## config.mk

```make
export PLATFORM = sky130hd
export DESIGN_NAME = osf_top
export DESIGN_NICKNAME = d
export VERILOG_FILES = /design/src/pkg/osf_pkg.sv /design/src/pkg/osf_wdog_if.sv /design/src/hdl/osf_watchdog.sv /design/src/hdl/osf_top.sv
export SDC_FILE = /design/constraint.sdc
export NUM_CORES = 1
export LEC_CHECK = 0
export ABC_AREA = 1
export BUFFER_PORTS_ARGS = -buffer_cell sky130_fd_sc_hd__buf_4
export CAP_MARGIN = 20
export CORE_ASPECT_RATIO = 1.2
export CORE_MARGIN = 2
export CORE_UTILIZATION = 58
export CTS_BUF_LIST = sky130_fd_sc_hd__clkbuf_16
export DETAILED_ROUTE_END_ITERATION = 6
export GPL_TIMING_DRIVEN = 0
export PLACE_DENSITY = 0.92
export SYNTH_ARGS = -nofsm -noshare
export SYNTH_HDL_FRONTEND = slang
export SYNTH_HIERARCHICAL = 1
export SYNTH_SLANG_ARGS = --single-unit
```

## constraint.sdc

```tcl
create_clock -name aclk -period 2.3 [get_ports aclk]
set_clock_uncertainty 0.1 [all_clocks]
set_input_delay 0.46 -clock aclk [delete_from_list [all_inputs] [get_ports aclk]]
set_output_delay 0.46 -clock aclk [all_outputs]
set_load 0.1 [all_outputs]
```

## src/pkg/osf_pkg.sv

```systemverilog
// Constants shared by the output status functions block
package osf_pkg;
    // --------------------------------------------------------------
    // Register byte offsets
    // --------------------------------------------------------------
    localparam logic [7:0] OSF_CTRL_OFF = 8'h00;
    localparam logic [7:0] OSF_PV_LOW_OFF = 8'h04;
    localparam logic [7:0] OSF_PV_HIGH_OFF = 8'h08;
    localparam logic [7:0] OSF_SETPOINT_OFF = 8'h0c;
    localparam logic [7:0] OSF_PERIOD_OFF = 8'h10;
    localparam logic [7:0] OSF_STATE_OFF = 8'h14;
    localparam logic [7:0] OSF_IRQ_STAT_OFF = 8'h18;
    localparam logic [7:0] OSF_IRQ_MASK_OFF = 8'h1c;
    // --------------------------------------------------------------
    // Field positions and reset values
    // --------------------------------------------------------------
    localparam int OSF_CTRL_FUNC_LSB = 0;
    localparam int OSF_CTRL_RESP_LSB = 8;
    localparam int OSF_RESP_TRIP_BIT = 0;
    localparam int OSF_RESP_COAST_BIT = 1;
    localparam int OSF_ST_BOOST_BIT = 0;
    localparam int OSF_ST_LOSS_BIT = 1;
    localparam int OSF_ST_RUN_BIT = 2;
    localparam int OSF_ST_PV_LSB = 16;
    localparam int OSF_IRQ_BOOST_BIT = 0;
    localparam int OSF_IRQ_LOSS_BIT = 1;
    localparam logic [7:0] OSF_FUNC_RST = 8'h07;
    localparam logic [1:0] OSF_RESP_RST = 2'h0;
    localparam logic [15:0] OSF_PV_LOW_RST = 16'h0000;
    localparam logic [15:0] OSF_PV_HIGH_RST = 16'h2710;
    localparam logic [15:0] OSF_SETPOINT_RST = 16'h0000;
    localparam logic [15:0] OSF_PERIOD_RST = 16'h0000;
    localparam logic [1:0] OSF_IRQ_RST = 2'h0;
    // --------------------------------------------------------------
    // Output function codes, trip code and bus response codes
    // --------------------------------------------------------------
    localparam logic [7:0] OSF_FUNC_BOOST = 8'h07;
    localparam logic [7:0] OSF_FUNC_LOSS = 8'h08;
    localparam logic [7:0] OSF_LINK_TIMEOUT_TRIP_CODE = 8'h3c;
    localparam logic [1:0] OSF_RESP_OKAY = 2'h0;
    localparam logic [1:0] OSF_RESP_SLVERR = 2'h2;
    // --------------------------------------------------------------
    // Timing: watchdog time base of 10 ms at 200 MHz
    // --------------------------------------------------------------
    localparam int OSF_CLK_MHZ = 200;
    localparam int OSF_TICK_MS = 10;
    localparam int OSF_TICK_CYCLES = OSF_TICK_MS * OSF_CLK_MHZ * 1000;
    localparam int OSF_TICK_W = 21;
endpackage

```

## src/pkg/osf_wdog_if.sv

```systemverilog
// Signals between the top and the link watchdog
`timescale 1ns/10ps
interface osf_wdog_if;
    logic tick;
    logic frame_ok;
    logic [15:0] period;
    logic timed_out;
    logic [15:0] count;
    modport ctl (output tick, output frame_ok, output period, input timed_out, input count);
    modport wd (input tick, input frame_ok, input period, output timed_out, output count);
endinterface

```

## src/hdl/osf_watchdog.sv

```systemverilog
// Serial link watchdog counting time base ticks
`timescale 1ns/10ps
module osf_watchdog
    import osf_pkg::*;
(
    input wire logic aclk,
    input wire logic aresetn,
    osf_wdog_if.wd wdi
);
    // --------------------------------------------------------------
    // Tick counter
    // --------------------------------------------------------------
    logic [15:0] count;
    logic timed_out;
    wire disabled = (wdi.period == 16'h0000);
    wire [15:0] count_inc = count + 16'h0001;
    wire expire = wdi.tick & ~timed_out & (count_inc >= wdi.period);
    assign wdi.timed_out = timed_out;
    assign wdi.count = count;

    always_ff @(posedge aclk) begin
        if (!aresetn) begin
            count <= 16'h0000;
            timed_out <= 1'b0;
        end else if (wdi.frame_ok || disabled) begin
            count <= 16'h0000;
            timed_out <= 1'b0;
        end else if (wdi.tick && !timed_out) begin
            count <= count_inc;
            timed_out <= expire;
        end
    end
endmodule

```

## src/hdl/osf_top.sv

```systemverilog
// Output status functions: boost output, link-loss output, AXI4-Lite registers
`timescale 1ns/10ps
module osf_top
    import osf_pkg::*;
#(
    parameter int TICK_CYCLES = OSF_TICK_CYCLES
)
(
    input wire logic aclk,
    input wire logic aresetn,
    input wire logic [7:0] s_axi_awaddr,
    input wire logic [2:0] s_axi_awprot,
    input wire logic s_axi_awvalid,
    output logic s_axi_awready,
    input wire logic [31:0] s_axi_wdata,
    input wire logic [3:0] s_axi_wstrb,
    input wire logic s_axi_wvalid,
    output logic s_axi_wready,
    output logic [1:0] s_axi_bresp,
    output logic s_axi_bvalid,
    input wire logic s_axi_bready,
    input wire logic [7:0] s_axi_araddr,
    input wire logic [2:0] s_axi_arprot,
    input wire logic s_axi_arvalid,
    output logic s_axi_arready,
    output logic [31:0] s_axi_rdata,
    output logic [1:0] s_axi_rresp,
    output logic s_axi_rvalid,
    input wire logic s_axi_rready,
    input wire logic forward_run_command,
    input wire logic [15:0] pv_value,
    input wire logic frame_ok,
    output logic pv_boost_output,
    output logic link_loss_output,
    output logic term_out,
    output logic trip_request,
    output logic [7:0] trip_code,
    output logic decel_stop_request,
    output logic coast_stop_request,
    output logic irq
);
    // --------------------------------------------------------------
    // Configuration registers
    // --------------------------------------------------------------
    logic [7:0] term_func;
    logic [1:0] link_error_response;
    logic [15:0] pv_low_limit;
    logic [15:0] pv_high_limit;
    logic [15:0] pid_setpoint;
    logic [15:0] link_timeout_period;
    logic [1:0] irq_stat;
    logic [1:0] irq_mask;

    // --------------------------------------------------------------
    // Run command synchroniser
    // --------------------------------------------------------------
    logic run_meta;
    logic run_state;
    logic run_prev;

    always_ff @(posedge aclk) begin
        if (!aresetn) begin
            run_meta <= 1'b0;
            run_state <= 1'b0;
            run_prev <= 1'b0;
        end else begin
            run_meta <= forward_run_command;
            run_state <= run_meta;
            run_prev <= run_state;
        end
    end

    wire run_to_stop = run_prev & ~run_state;

    // --------------------------------------------------------------
    // Boost output with hysteresis
    // --------------------------------------------------------------
    wire pv_below_low = (pv_value < pv_low_limit);
    wire pv_above_high = (pv_value > pv_high_limit);
    wire boost_set = run_state & pv_below_low;
    logic next_boost;

    always_comb begin
        next_boost = pv_boost_output;
        if (run_to_stop) begin
            next_boost = 1'b0;
        end else if (boost_set) begin
            next_boost = 1'b1;
        end else if (pv_above_high) begin
            next_boost = 1'b0;
        end
    end

    always_ff @(posedge aclk) begin
        if (!aresetn) begin
            pv_boost_output <= 1'b0;
        end else begin
            pv_boost_output <= next_boost;
        end
    end

    // --------------------------------------------------------------
    // Watchdog time base and instance
    // --------------------------------------------------------------
    osf_wdog_if wdi ();
    logic [OSF_TICK_W-1:0] tick_cnt;
    logic tick;
    localparam logic [OSF_TICK_W-1:0] TICK_LAST = OSF_TICK_W'(TICK_CYCLES - 1);

    always_ff @(posedge aclk) begin
        if (!aresetn) begin
            tick_cnt <= '0;
            tick <= 1'b0;
        end else begin
            tick <= (tick_cnt == TICK_LAST);
            tick_cnt <= (tick_cnt == TICK_LAST) ? '0 : tick_cnt + OSF_TICK_W'(1);
        end
    end

    assign wdi.tick = tick;
    assign wdi.frame_ok = frame_ok;
    assign wdi.period = link_timeout_period;

    osf_watchdog u_wd (
        .aclk(aclk),
        .aresetn(aresetn),
        .wdi(wdi)
    );

    // --------------------------------------------------------------
    // Link-loss output and time-out response
    // --------------------------------------------------------------
    wire resp_trip = link_error_response[OSF_RESP_TRIP_BIT];
    wire resp_coast = link_error_response[OSF_RESP_COAST_BIT];
    wire sel_boost = (term_func == OSF_FUNC_BOOST);
    wire sel_loss = (term_func == OSF_FUNC_LOSS);

    always_ff @(posedge aclk) begin
        if (!aresetn) begin
            link_loss_output <= 1'b0;
            trip_request <= 1'b0;
            trip_code <= 8'h00;
            decel_stop_request <= 1'b0;
            coast_stop_request <= 1'b0;
            term_out <= 1'b0;
        end else begin
            link_loss_output <= wdi.timed_out;
            trip_request <= wdi.timed_out & resp_trip;
            trip_code <= (wdi.timed_out & resp_trip) ? OSF_LINK_TIMEOUT_TRIP_CODE : 8'h00;
            decel_stop_request <= wdi.timed_out & ~resp_coast;
            coast_stop_request <= wdi.timed_out & resp_coast;
            term_out <= (sel_boost & next_boost) | (sel_loss & wdi.timed_out);
        end
    end

    // --------------------------------------------------------------
    // AXI4-Lite write path
    // --------------------------------------------------------------
    logic aw_full;
    logic w_full;
    logic [7:0] wr_addr;
    logic [31:0] wr_data;
    logic [3:0] wr_strb;
    wire aw_hs = s_axi_awvalid & s_axi_awready;
    wire w_hs = s_axi_wvalid & s_axi_wready;
    wire b_hs = s_axi_bvalid & s_axi_bready;
    wire do_write = aw_full & w_full & ~s_axi_bvalid;
    wire wr_full_word = (wr_strb == 4'hf);
    wire wr_mapped = (wr_addr[1:0] == 2'h0) && (wr_addr <= OSF_IRQ_MASK_OFF) && (wr_addr != OSF_STATE_OFF);
    wire wr_ctrl = do_write & wr_full_word & (wr_addr == OSF_CTRL_OFF);
    wire wr_low = do_write & wr_full_word & (wr_addr == OSF_PV_LOW_OFF);
    wire wr_high = do_write & wr_full_word & (wr_addr == OSF_PV_HIGH_OFF);
    wire wr_sp = do_write & wr_full_word & (wr_addr == OSF_SETPOINT_OFF);
    wire wr_period = do_write & wr_full_word & (wr_addr == OSF_PERIOD_OFF);
    wire wr_istat = do_write & wr_full_word & (wr_addr == OSF_IRQ_STAT_OFF);
    wire wr_imask = do_write & wr_full_word & (wr_addr == OSF_IRQ_MASK_OFF);

    always_ff @(posedge aclk) begin
        if (!aresetn) begin
            s_axi_awready <= 1'b1;
            s_axi_wready <= 1'b1;
            aw_full <= 1'b0;
            w_full <= 1'b0;
            wr_addr <= 8'h00;
            wr_data <= 32'h00000000;
            wr_strb <= 4'h0;
            s_axi_bvalid <= 1'b0;
            s_axi_bresp <= OSF_RESP_OKAY;
        end else begin
            if (aw_hs) begin
                s_axi_awready <= 1'b0;
                aw_full <= 1'b1;
                wr_addr <= s_axi_awaddr;
            end else if (do_write) begin
                aw_full <= 1'b0;
            end else if (b_hs) begin
                s_axi_awready <= 1'b1;
            end
            if (w_hs) begin
                s_axi_wready <= 1'b0;
                w_full <= 1'b1;
                wr_data <= s_axi_wdata;
                wr_strb <= s_axi_wstrb;
            end else if (do_write) begin
                w_full <= 1'b0;
            end else if (b_hs) begin
                s_axi_wready <= 1'b1;
            end
            if (do_write) begin
                s_axi_bvalid <= 1'b1;
                s_axi_bresp <= wr_mapped ? OSF_RESP_OKAY : OSF_RESP_SLVERR;
            end else if (b_hs) begin
                s_axi_bvalid <= 1'b0;
            end
        end
    end

    always_ff @(posedge aclk) begin
        if (!aresetn) begin
            term_func <= OSF_FUNC_RST;
            link_error_response <= OSF_RESP_RST;
            pv_low_limit <= OSF_PV_LOW_RST;
            pv_high_limit <= OSF_PV_HIGH_RST;
            pid_setpoint <= OSF_SETPOINT_RST;
            link_timeout_period <= OSF_PERIOD_RST;
            irq_mask <= OSF_IRQ_RST;
        end else begin
            if (wr_ctrl) begin
                term_func <= wr_data[OSF_CTRL_FUNC_LSB +: 8];
                link_error_response <= wr_data[OSF_CTRL_RESP_LSB +: 2];
            end
            if (wr_low) pv_low_limit <= wr_data[15:0];
            if (wr_high) pv_high_limit <= wr_data[15:0];
            if (wr_sp) pid_setpoint <= wr_data[15:0];
            if (wr_period) link_timeout_period <= wr_data[15:0];
            if (wr_imask) irq_mask <= wr_data[1:0];
        end
    end

    // --------------------------------------------------------------
    // Interrupt status, set wins over clear
    // --------------------------------------------------------------
    wire [1:0] irq_events = {~link_loss_output & wdi.timed_out, ~pv_boost_output & next_boost};
    wire [1:0] irq_clear = wr_istat ? wr_data[1:0] : 2'h0;

    always_ff @(posedge aclk) begin
        if (!aresetn) begin
            irq_stat <= OSF_IRQ_RST;
            irq <= 1'b0;
        end else begin
            irq_stat <= (irq_stat & ~irq_clear) | irq_events;
            irq <= |(((irq_stat & ~irq_clear) | irq_events) & irq_mask);
        end
    end

    // --------------------------------------------------------------
    // AXI4-Lite read path
    // --------------------------------------------------------------
    wire ar_hs = s_axi_arvalid & s_axi_arready;
    wire r_hs = s_axi_rvalid & s_axi_rready;
    logic [31:0] rd_word;
    logic rd_ok;

    always_comb begin
        rd_word = 32'h00000000;
        rd_ok = (s_axi_araddr[1:0] == 2'h0);
        case (s_axi_araddr)
            OSF_CTRL_OFF: rd_word = {22'h000000, link_error_response, term_func};
            OSF_PV_LOW_OFF: rd_word = {16'h0000, pv_low_limit};
            OSF_PV_HIGH_OFF: rd_word = {16'h0000, pv_high_limit};
            OSF_SETPOINT_OFF: rd_word = {16'h0000, pid_setpoint};
            OSF_PERIOD_OFF: rd_word = {16'h0000, link_timeout_period};
            OSF_STATE_OFF: rd_word = {pv_value, 13'h0000, run_state, link_loss_output, pv_boost_output};
            OSF_IRQ_STAT_OFF: rd_word = {30'h00000000, irq_stat};
            OSF_IRQ_MASK_OFF: rd_word = {30'h00000000, irq_mask};
            default: rd_ok = 1'b0;
        endcase
    end

    always_ff @(posedge aclk) begin
        if (!aresetn) begin
            s_axi_arready <= 1'b1;
            s_axi_rvalid <= 1'b0;
            s_axi_rdata <= 32'h00000000;
            s_axi_rresp <= OSF_RESP_OKAY;
        end else if (ar_hs) begin
            s_axi_arready <= 1'b0;
            s_axi_rvalid <= 1'b1;
            s_axi_rdata <= rd_word;
            s_axi_rresp <= rd_ok ? OSF_RESP_OKAY : OSF_RESP_SLVERR;
        end else if (r_hs) begin
            s_axi_rvalid <= 1'b0;
            s_axi_arready <= 1'b1;
        end
    end
endmodule

```

-- Word level (Yosys, flattened, before mapping)
Index checks and enable logic that the tools add are counted.
- bits in registers: 206
- logic and storage cells: 144
- bitwise gates (word level): 38
- $add $sub $neg: 2
- equal/unequal tests: 20
- reduce and logical (&&, ||, !) cells: 22
- mux-type cells: 22
- order comparisons: 4
- operator list (operator ; number):
    $pmux W32 S8 ; 1
    $eq A8 B5 Y1 const B ; 7
    $eq A8 B4 Y1 const B ; 5
    $and A1 B1 Y1 ; 26
    $eq A8 B3 Y1 const B ; 3
    $add A21 B1 Y21 const B ; 1
    $eq A21 B21 Y1 const B ; 1
    $mux W1 ; 17
    $add A16 B1 Y16 const B ; 1
    $ge A16 B16 Y1 ; 1
    $gt A16 B16 Y1 ; 1
    $logic_not A16 Y1 ; 1
    $logic_not A8 Y1 ; 2
    $lt A16 B16 Y1 ; 1
    $reduce_bool A2 Y1 ; 6
    $le A8 B5 Y1 const B ; 1
    $ne A8 B5 Y1 const B ; 1
    $reduce_or A8 Y1 ; 1
    $not A1 Y1 ; 7
    $mux W2 ; 3
    $mux W6 ; 1
    $reduce_or A2 Y1 ; 3
    $and A2 B2 Y2 ; 2
    $eq A4 B4 Y1 const B ; 1
    other kinds (9) ; 14

-- Logic depth before layout (Yosys ltp)
- depth in word-level cells: 10
- depth in mapped cells: 18
- depth with buffers taken out: 18

-- Hierarchy
The synthesis kept the hierarchy.
- modules (own cells, without submodules) (module ; cells each ; area each (µm²) ; instances):
    osf_top ; 1032 ; 8131.5 ; 1
    osf_watchdog ; 234 ; 1502.7 ; 1

-- Least setup slack after synthesis
Ideal clock, no wire load.
- path kind: reg-to-reg
- start point: reg s_axi_arready
- end point: reg s_axi_rdata[7]
- path slack: 0.171 ns
- arrival: 1.959 ns
- period minus slack after synthesis: 2.129 ns
- stages on the path, launching flop included: 6
- data required time: 2.130 ns
- buffers on the path: 1
- path through: dfxtp_1 -> nand2_1 -> clkbuf_1 -> nor3_1 -> o21ai_0 -> a21oi_1
- longest elaborated chain between the ends: 1
- ends and longest elaborated chain (item ; line ; source):
    start: declaration ; osf_top.sv:25 ; output logic s_axi_arready,
    start signal: assignment ; osf_top.sv:282 ; s_axi_arready <= 1'b1;
    start signal: assignment ; osf_top.sv:287 ; s_axi_arready <= 1'b0;
    start signal: assignment ; osf_top.sv:293 ; s_axi_arready <= 1'b1;
    $and A1 B1 Y1 ; osf_top.sv:259 ; wire ar_hs = s_axi_arvalid & s_axi_arready;
    end signal: assignment ; osf_top.sv:289 ; s_axi_rdata <= rd_word;
    end: declaration ; osf_top.sv:26 ; output logic [31:0] s_axi_rdata,
Every way passes these cells.
A chain may end at the register's enable or synchronous reset.

-- Final worst setup path
- start point: reg u_wd.count[1], in the netlist u_wd/wdi.count[1]
- end point: reg u_wd.timed_out, in the netlist u_wd/wdi.timed_out
- longest elaborated chain between the ends: 3
- ends and longest elaborated chain (item ; line ; source):
    start: declaration ; osf_watchdog.sv:13 ; logic [15:0] count;
    start signal: assignment ; osf_watchdog.sv:29 ; count <= count_inc;
    $add A16 B1 Y16 ; osf_watchdog.sv:16 ; wire [15:0] count_inc = count + 16'h0001;
    net u_wd.count_inc[13] ; osf_watchdog.sv:16 ;
    $ge A16 B16 Y1 ; osf_watchdog.sv:17 ; wire expire = wdi.tick & ~timed_out & (count_inc >= wdi.period);
    $and A1 B1 Y1 ; osf_watchdog.sv:17 ;
    end signal: assignment ; osf_watchdog.sv:30 ; timed_out <= expire;
    end: declaration ; osf_watchdog.sv:14 ; logic timed_out;
The timed path passes the listed nets, and every way through them passes these cells.

==> flow_metrics.env <==
export IMPL_synth_edf_count=0
export IMPL_pin_count=139
export IMPL_ys_warnings_count=6
export IMPL_cp_end_kind="register"
export IMPL_dieArea_sq_um=17700
export IMPL_cts_tree="built"
export IMPL_crit_path_frequent_cell="nand2_1"
export IMPL_cts_clk_slew_worst_paths_ns=0.07
export IMPL_synth_avg_cell_area_sq_um=7.61
export IMPL_min_period_ns=2.38
export IMPL_via_count_of_the_first_global_routing_pass=9142
export IMPL_detail_route_drc_violations=0
export IMPL_crit_fanout=4
export IMPL_cts_max_path_buffers=2
export IMPL_clockPowerShare_pct=41.2
export IMPL_wirelength_um=28700
export IMPL_layout_drive_gt1_share_pct=20.0
export IMPL_failed_checks="setup timing"
export IMPL_firstDrtPassIters=6
export IMPL_global_route_wire_length_before_repair_um=45700
export IMPL_hold_class="in -> reg"
export IMPL_period_share_pct=104
export IMPL_coreArea_sq_um=16300
export IMPL_powerDensity_nw_per_um2=644
export IMPL_finalPower_mw=7.43
export IMPL_diodes=0
export IMPL_drt_iter0_drc=1282
export IMPL_vdd_ir_drop_worst_mv=0.521
export IMPL_total_switching_power_mw=2.10
export IMPL_final_antenna_net_count=0
export IMPL_globalRouteTotalUtil_pct=32.6
export IMPL_tritoncts_num_buffers=17
export IMPL_clockRootBuffer="clkbuf_16"
export IMPL_rows=51
export IMPL_worst_slew_pin_tran_ns=0.815
export IMPL_clock_sink_count=196
export IMPL_initial_utilization_pct=59.2
export IMPL_unrepaired_setup_endpoints_after_global_routing="yes"
export IMPL_fillerInstances=1254
export IMPL_finalSetupViolations=1
export IMPL_async_reset_ff_share_pct=0
export IMPL_crit_chain="nand3_4 -> nor2_4 -> nand2_4 -> nor2_2 -> nand2_2 -> o21ai_2 -> inv_1 -> ha_4 -> nand4_1 -> nor2_1 -> nand2_1 -> inv_1 -> nand2_1 -> nand2_1 -> nand2_1 -> a21oi_2"
export IMPL_worstPathRequired_ns=2.57
export IMPL_maximum_number_of_pins_on_one_net_before_global_route_repair=19
export IMPL_synth_ff_latch_count=196
export IMPL_dieHeight_um=145
export IMPL_final_max_slew_viol_count=0
export IMPL_routedWlPerCell_um=17.6
export IMPL_antenna_found_initial=0
export IMPL_comb_power_share_pct=11.3
export IMPL_postSynthCellCount=1266
export IMPL_total_number_of_nets_in_the_final_design=1537
export IMPL_final_setup_worst_slack_ns=-0.0806
export IMPL_areaGrowthSynthToFinish_pct=19.7
export IMPL_hold_ws_ns=0.101
export IMPL_dpl_cell_count=1593
export IMPL_detailroute_via_count=9377
export IMPL_clock_insertion_delay_worst_skew_ns=0.45
export IMPL_layout_cells_non_filler=1630
export IMPL_mappedNetlistArea_sq_um=9630
export IMPL_synth_ff_type="dfxtp_1"
export IMPL_critical_path_max_stage_delay_ns=0.39
export IMPL_dp_slack_ns=-0.192
export IMPL_setup_worst_path_class="reg -> reg"
export IMPL_power_switching_fraction_pct=28.3
export IMPL_crit_path_top_delay_cell="dfxtp_4"
export IMPL_ys_seq_area_share_pct=40.7
export IMPL_slew_headroom_pct=45.7
export IMPL_startpoint_type="register"
export IMPL_timing_critical_path_arrival_ns=2.65
export IMPL_drv_max_cap_violation_count=0
export IMPL_route_detailed_vias_per_inst=5.75
export IMPL_finalWeightedCongestion=1.00
export IMPL_clock_tree_htree_level_count=4
export IMPL_yosys_cell_types_count=53
export IMPL_dpl_hpwl_um=21100
export IMPL_cellLeakagePower_nw=4.87
export IMPL_max_clock_freq_mhz=420
export IMPL_p_seq_share_pct=47.5
export IMPL_port_buffers=110
export IMPL_cts_hold_fix_buffers=0
export IMPL_dieWidth_um=122
export IMPL_intPower_mw=5.33
export IMPL_final_hold_violation_count=0
export IMPL_grt_remaining_overflow=0
export IMPL_run_status="finished with violations"
final timing paths:
| check | end | slack [ns] | cells after the start | start |
|---|---|---|---|---|
| worst min register to register | run_state | 0.32 | 2 | run_meta |
| worst min-delay path | run_meta | 0.10 | 3 | forward_run_command |
| worst max-delay path | u_wd/wdi.timed_out | -0.08 | 16 | u_wd/wdi.count[1] |
| worst max register to register | u_wd/wdi.timed_out | -0.08 | 16 | u_wd/wdi.count[1] |
logic make-up after synthesis:
| group | Yosys count | share of synthesized area (%) |
|---|---|---|
| compound gates | 327 | 20.4 |
| xor+xnor | 15 | 1.36 |
| fa+ha+maj | 49 | 6.36 |
| buf+inv | 242 | 10.9 |
| flops | 196 | 40.7 |
| other cells | 1 | 0.0389 |
| simple gates | 436 | 20.2 |
registers in the layout, summed over array words and instances, names as in the netlist, 2 cells and up:
| register | flops |
|---|---|
| pv_high_limit | 16 |
| wr_addr | 8 |
| irq_mask | 2 |
| wr_strb | 4 |
| u_wd/wdi.count | 16 |
| link_timeout_period | 16 |
| pid_setpoint | 16 |
| wr_data | 16 |
| link_error_response | 2 |
| term_func | 8 |
| s_axi_rdata | 32 |
| irq_stat | 2 |
| pv_low_limit | 16 |
| tick_cnt | 21 |
cell type report:
type                       instances  area, sq um  area share (%)
tap                              212          265            2.30
clock buffer                      17          425            3.69
inverter                         183          693            6.01
multi-input combinational        833         4820            41.8
buffer                            59          354            3.07
sequential                       196         3940            34.2
timing repair buffer             115          863            7.48
clock inverter                    15          166            1.44
critical path, delay by kind of cell (launching register included):
family,cells,cell delay [ns]
simple gates,11,1.10
flops,1,0.39
compound gates,2,0.32
fa+ha+maj,1,0.27
buf+inv,2,0.13
per-stage QoR:
stage          area [sq um]  TNS [ns]  util, %
2_1_floorplan          9650         0        -
3_3_place_gp          10700     -2.31     66.0
3_5_place_dp          10700     -5.17     66.0
4_1_cts               11400         0     70.1
5_1_grt               11500    -0.155     70.9
6_report              11500   -0.0806     70.9
cells in the final DEF (no fill, tap or decap), drive strengths merged, types with 5 or more instances in the layout:
cell	instances
o211ai	11
nor3	24
nand2	244
xor2	11
buf	142
nand3	23
o221ai	5
clkbuf	48
clkinv	8
ha	49
nor2	115
nand4	18
dfxtp	196
a21oi	136
nor4	5
conb	6
a211oi	36
o21ai	120
o22ai	9
inv	186
metal layers:
layer | global-route usage, % | vias to the layer above | wire length [um]
met4 | 14.1 | 0 | 1360
met5 | 0 | - | 0
met1 | 39.8 | 4300 | 11200
li1 | - | 4423 | -
met3 | 6.88 | 120 | 2340
met2 | 55.0 | 534 | 13900
synthesized netlist by cell type (6+ instances only):
cell type,instances,area [sq um]
a211oi_1,8,60.1
a211oi_2,28,350
a21oi_1,134,671
buf_2,7,35.0
buf_4,13,97.6
buf_6,6,67.6
clkbuf_1,30,113
dfxtp_1,196,3920
ha_1,49,613
inv_1,168,631
inv_2,10,37.5
nand2_1,230,863
nand2_2,11,68.8
nand3_1,22,110
nand4_1,17,106
nor2_1,105,394
nor2_2,8,50.1
nor3_1,17,85.1
o211ai_1,11,82.6
o21ai_0,104,521
o21ai_1,14,70.1
o22ai_1,9,56.3
xor2_1,11,96.3
power groups by stage:
stage               Combinational (mW)  Clock (mW)  Sequential, mW
detailed placement               0.821           0            3.61
global route                     0.896        3.18            3.53
CTS                              0.828        3.04            3.53
finish                           0.837        3.06            3.53
global placement                 0.801           0            3.60
floorplan                        0.356           0            3.81
what timing repair did:
| action | CTS | global route |
|---|---|---|
| setup endpoints to repair | 1 | 4 |
| buffers inserted | 4 | 1 |
| gates resized for setup | 15 | 26 |
| pin swaps | 5 | 15 |
| gates cloned | 0 | 0 |
Power figures use the tool's default switching activity.
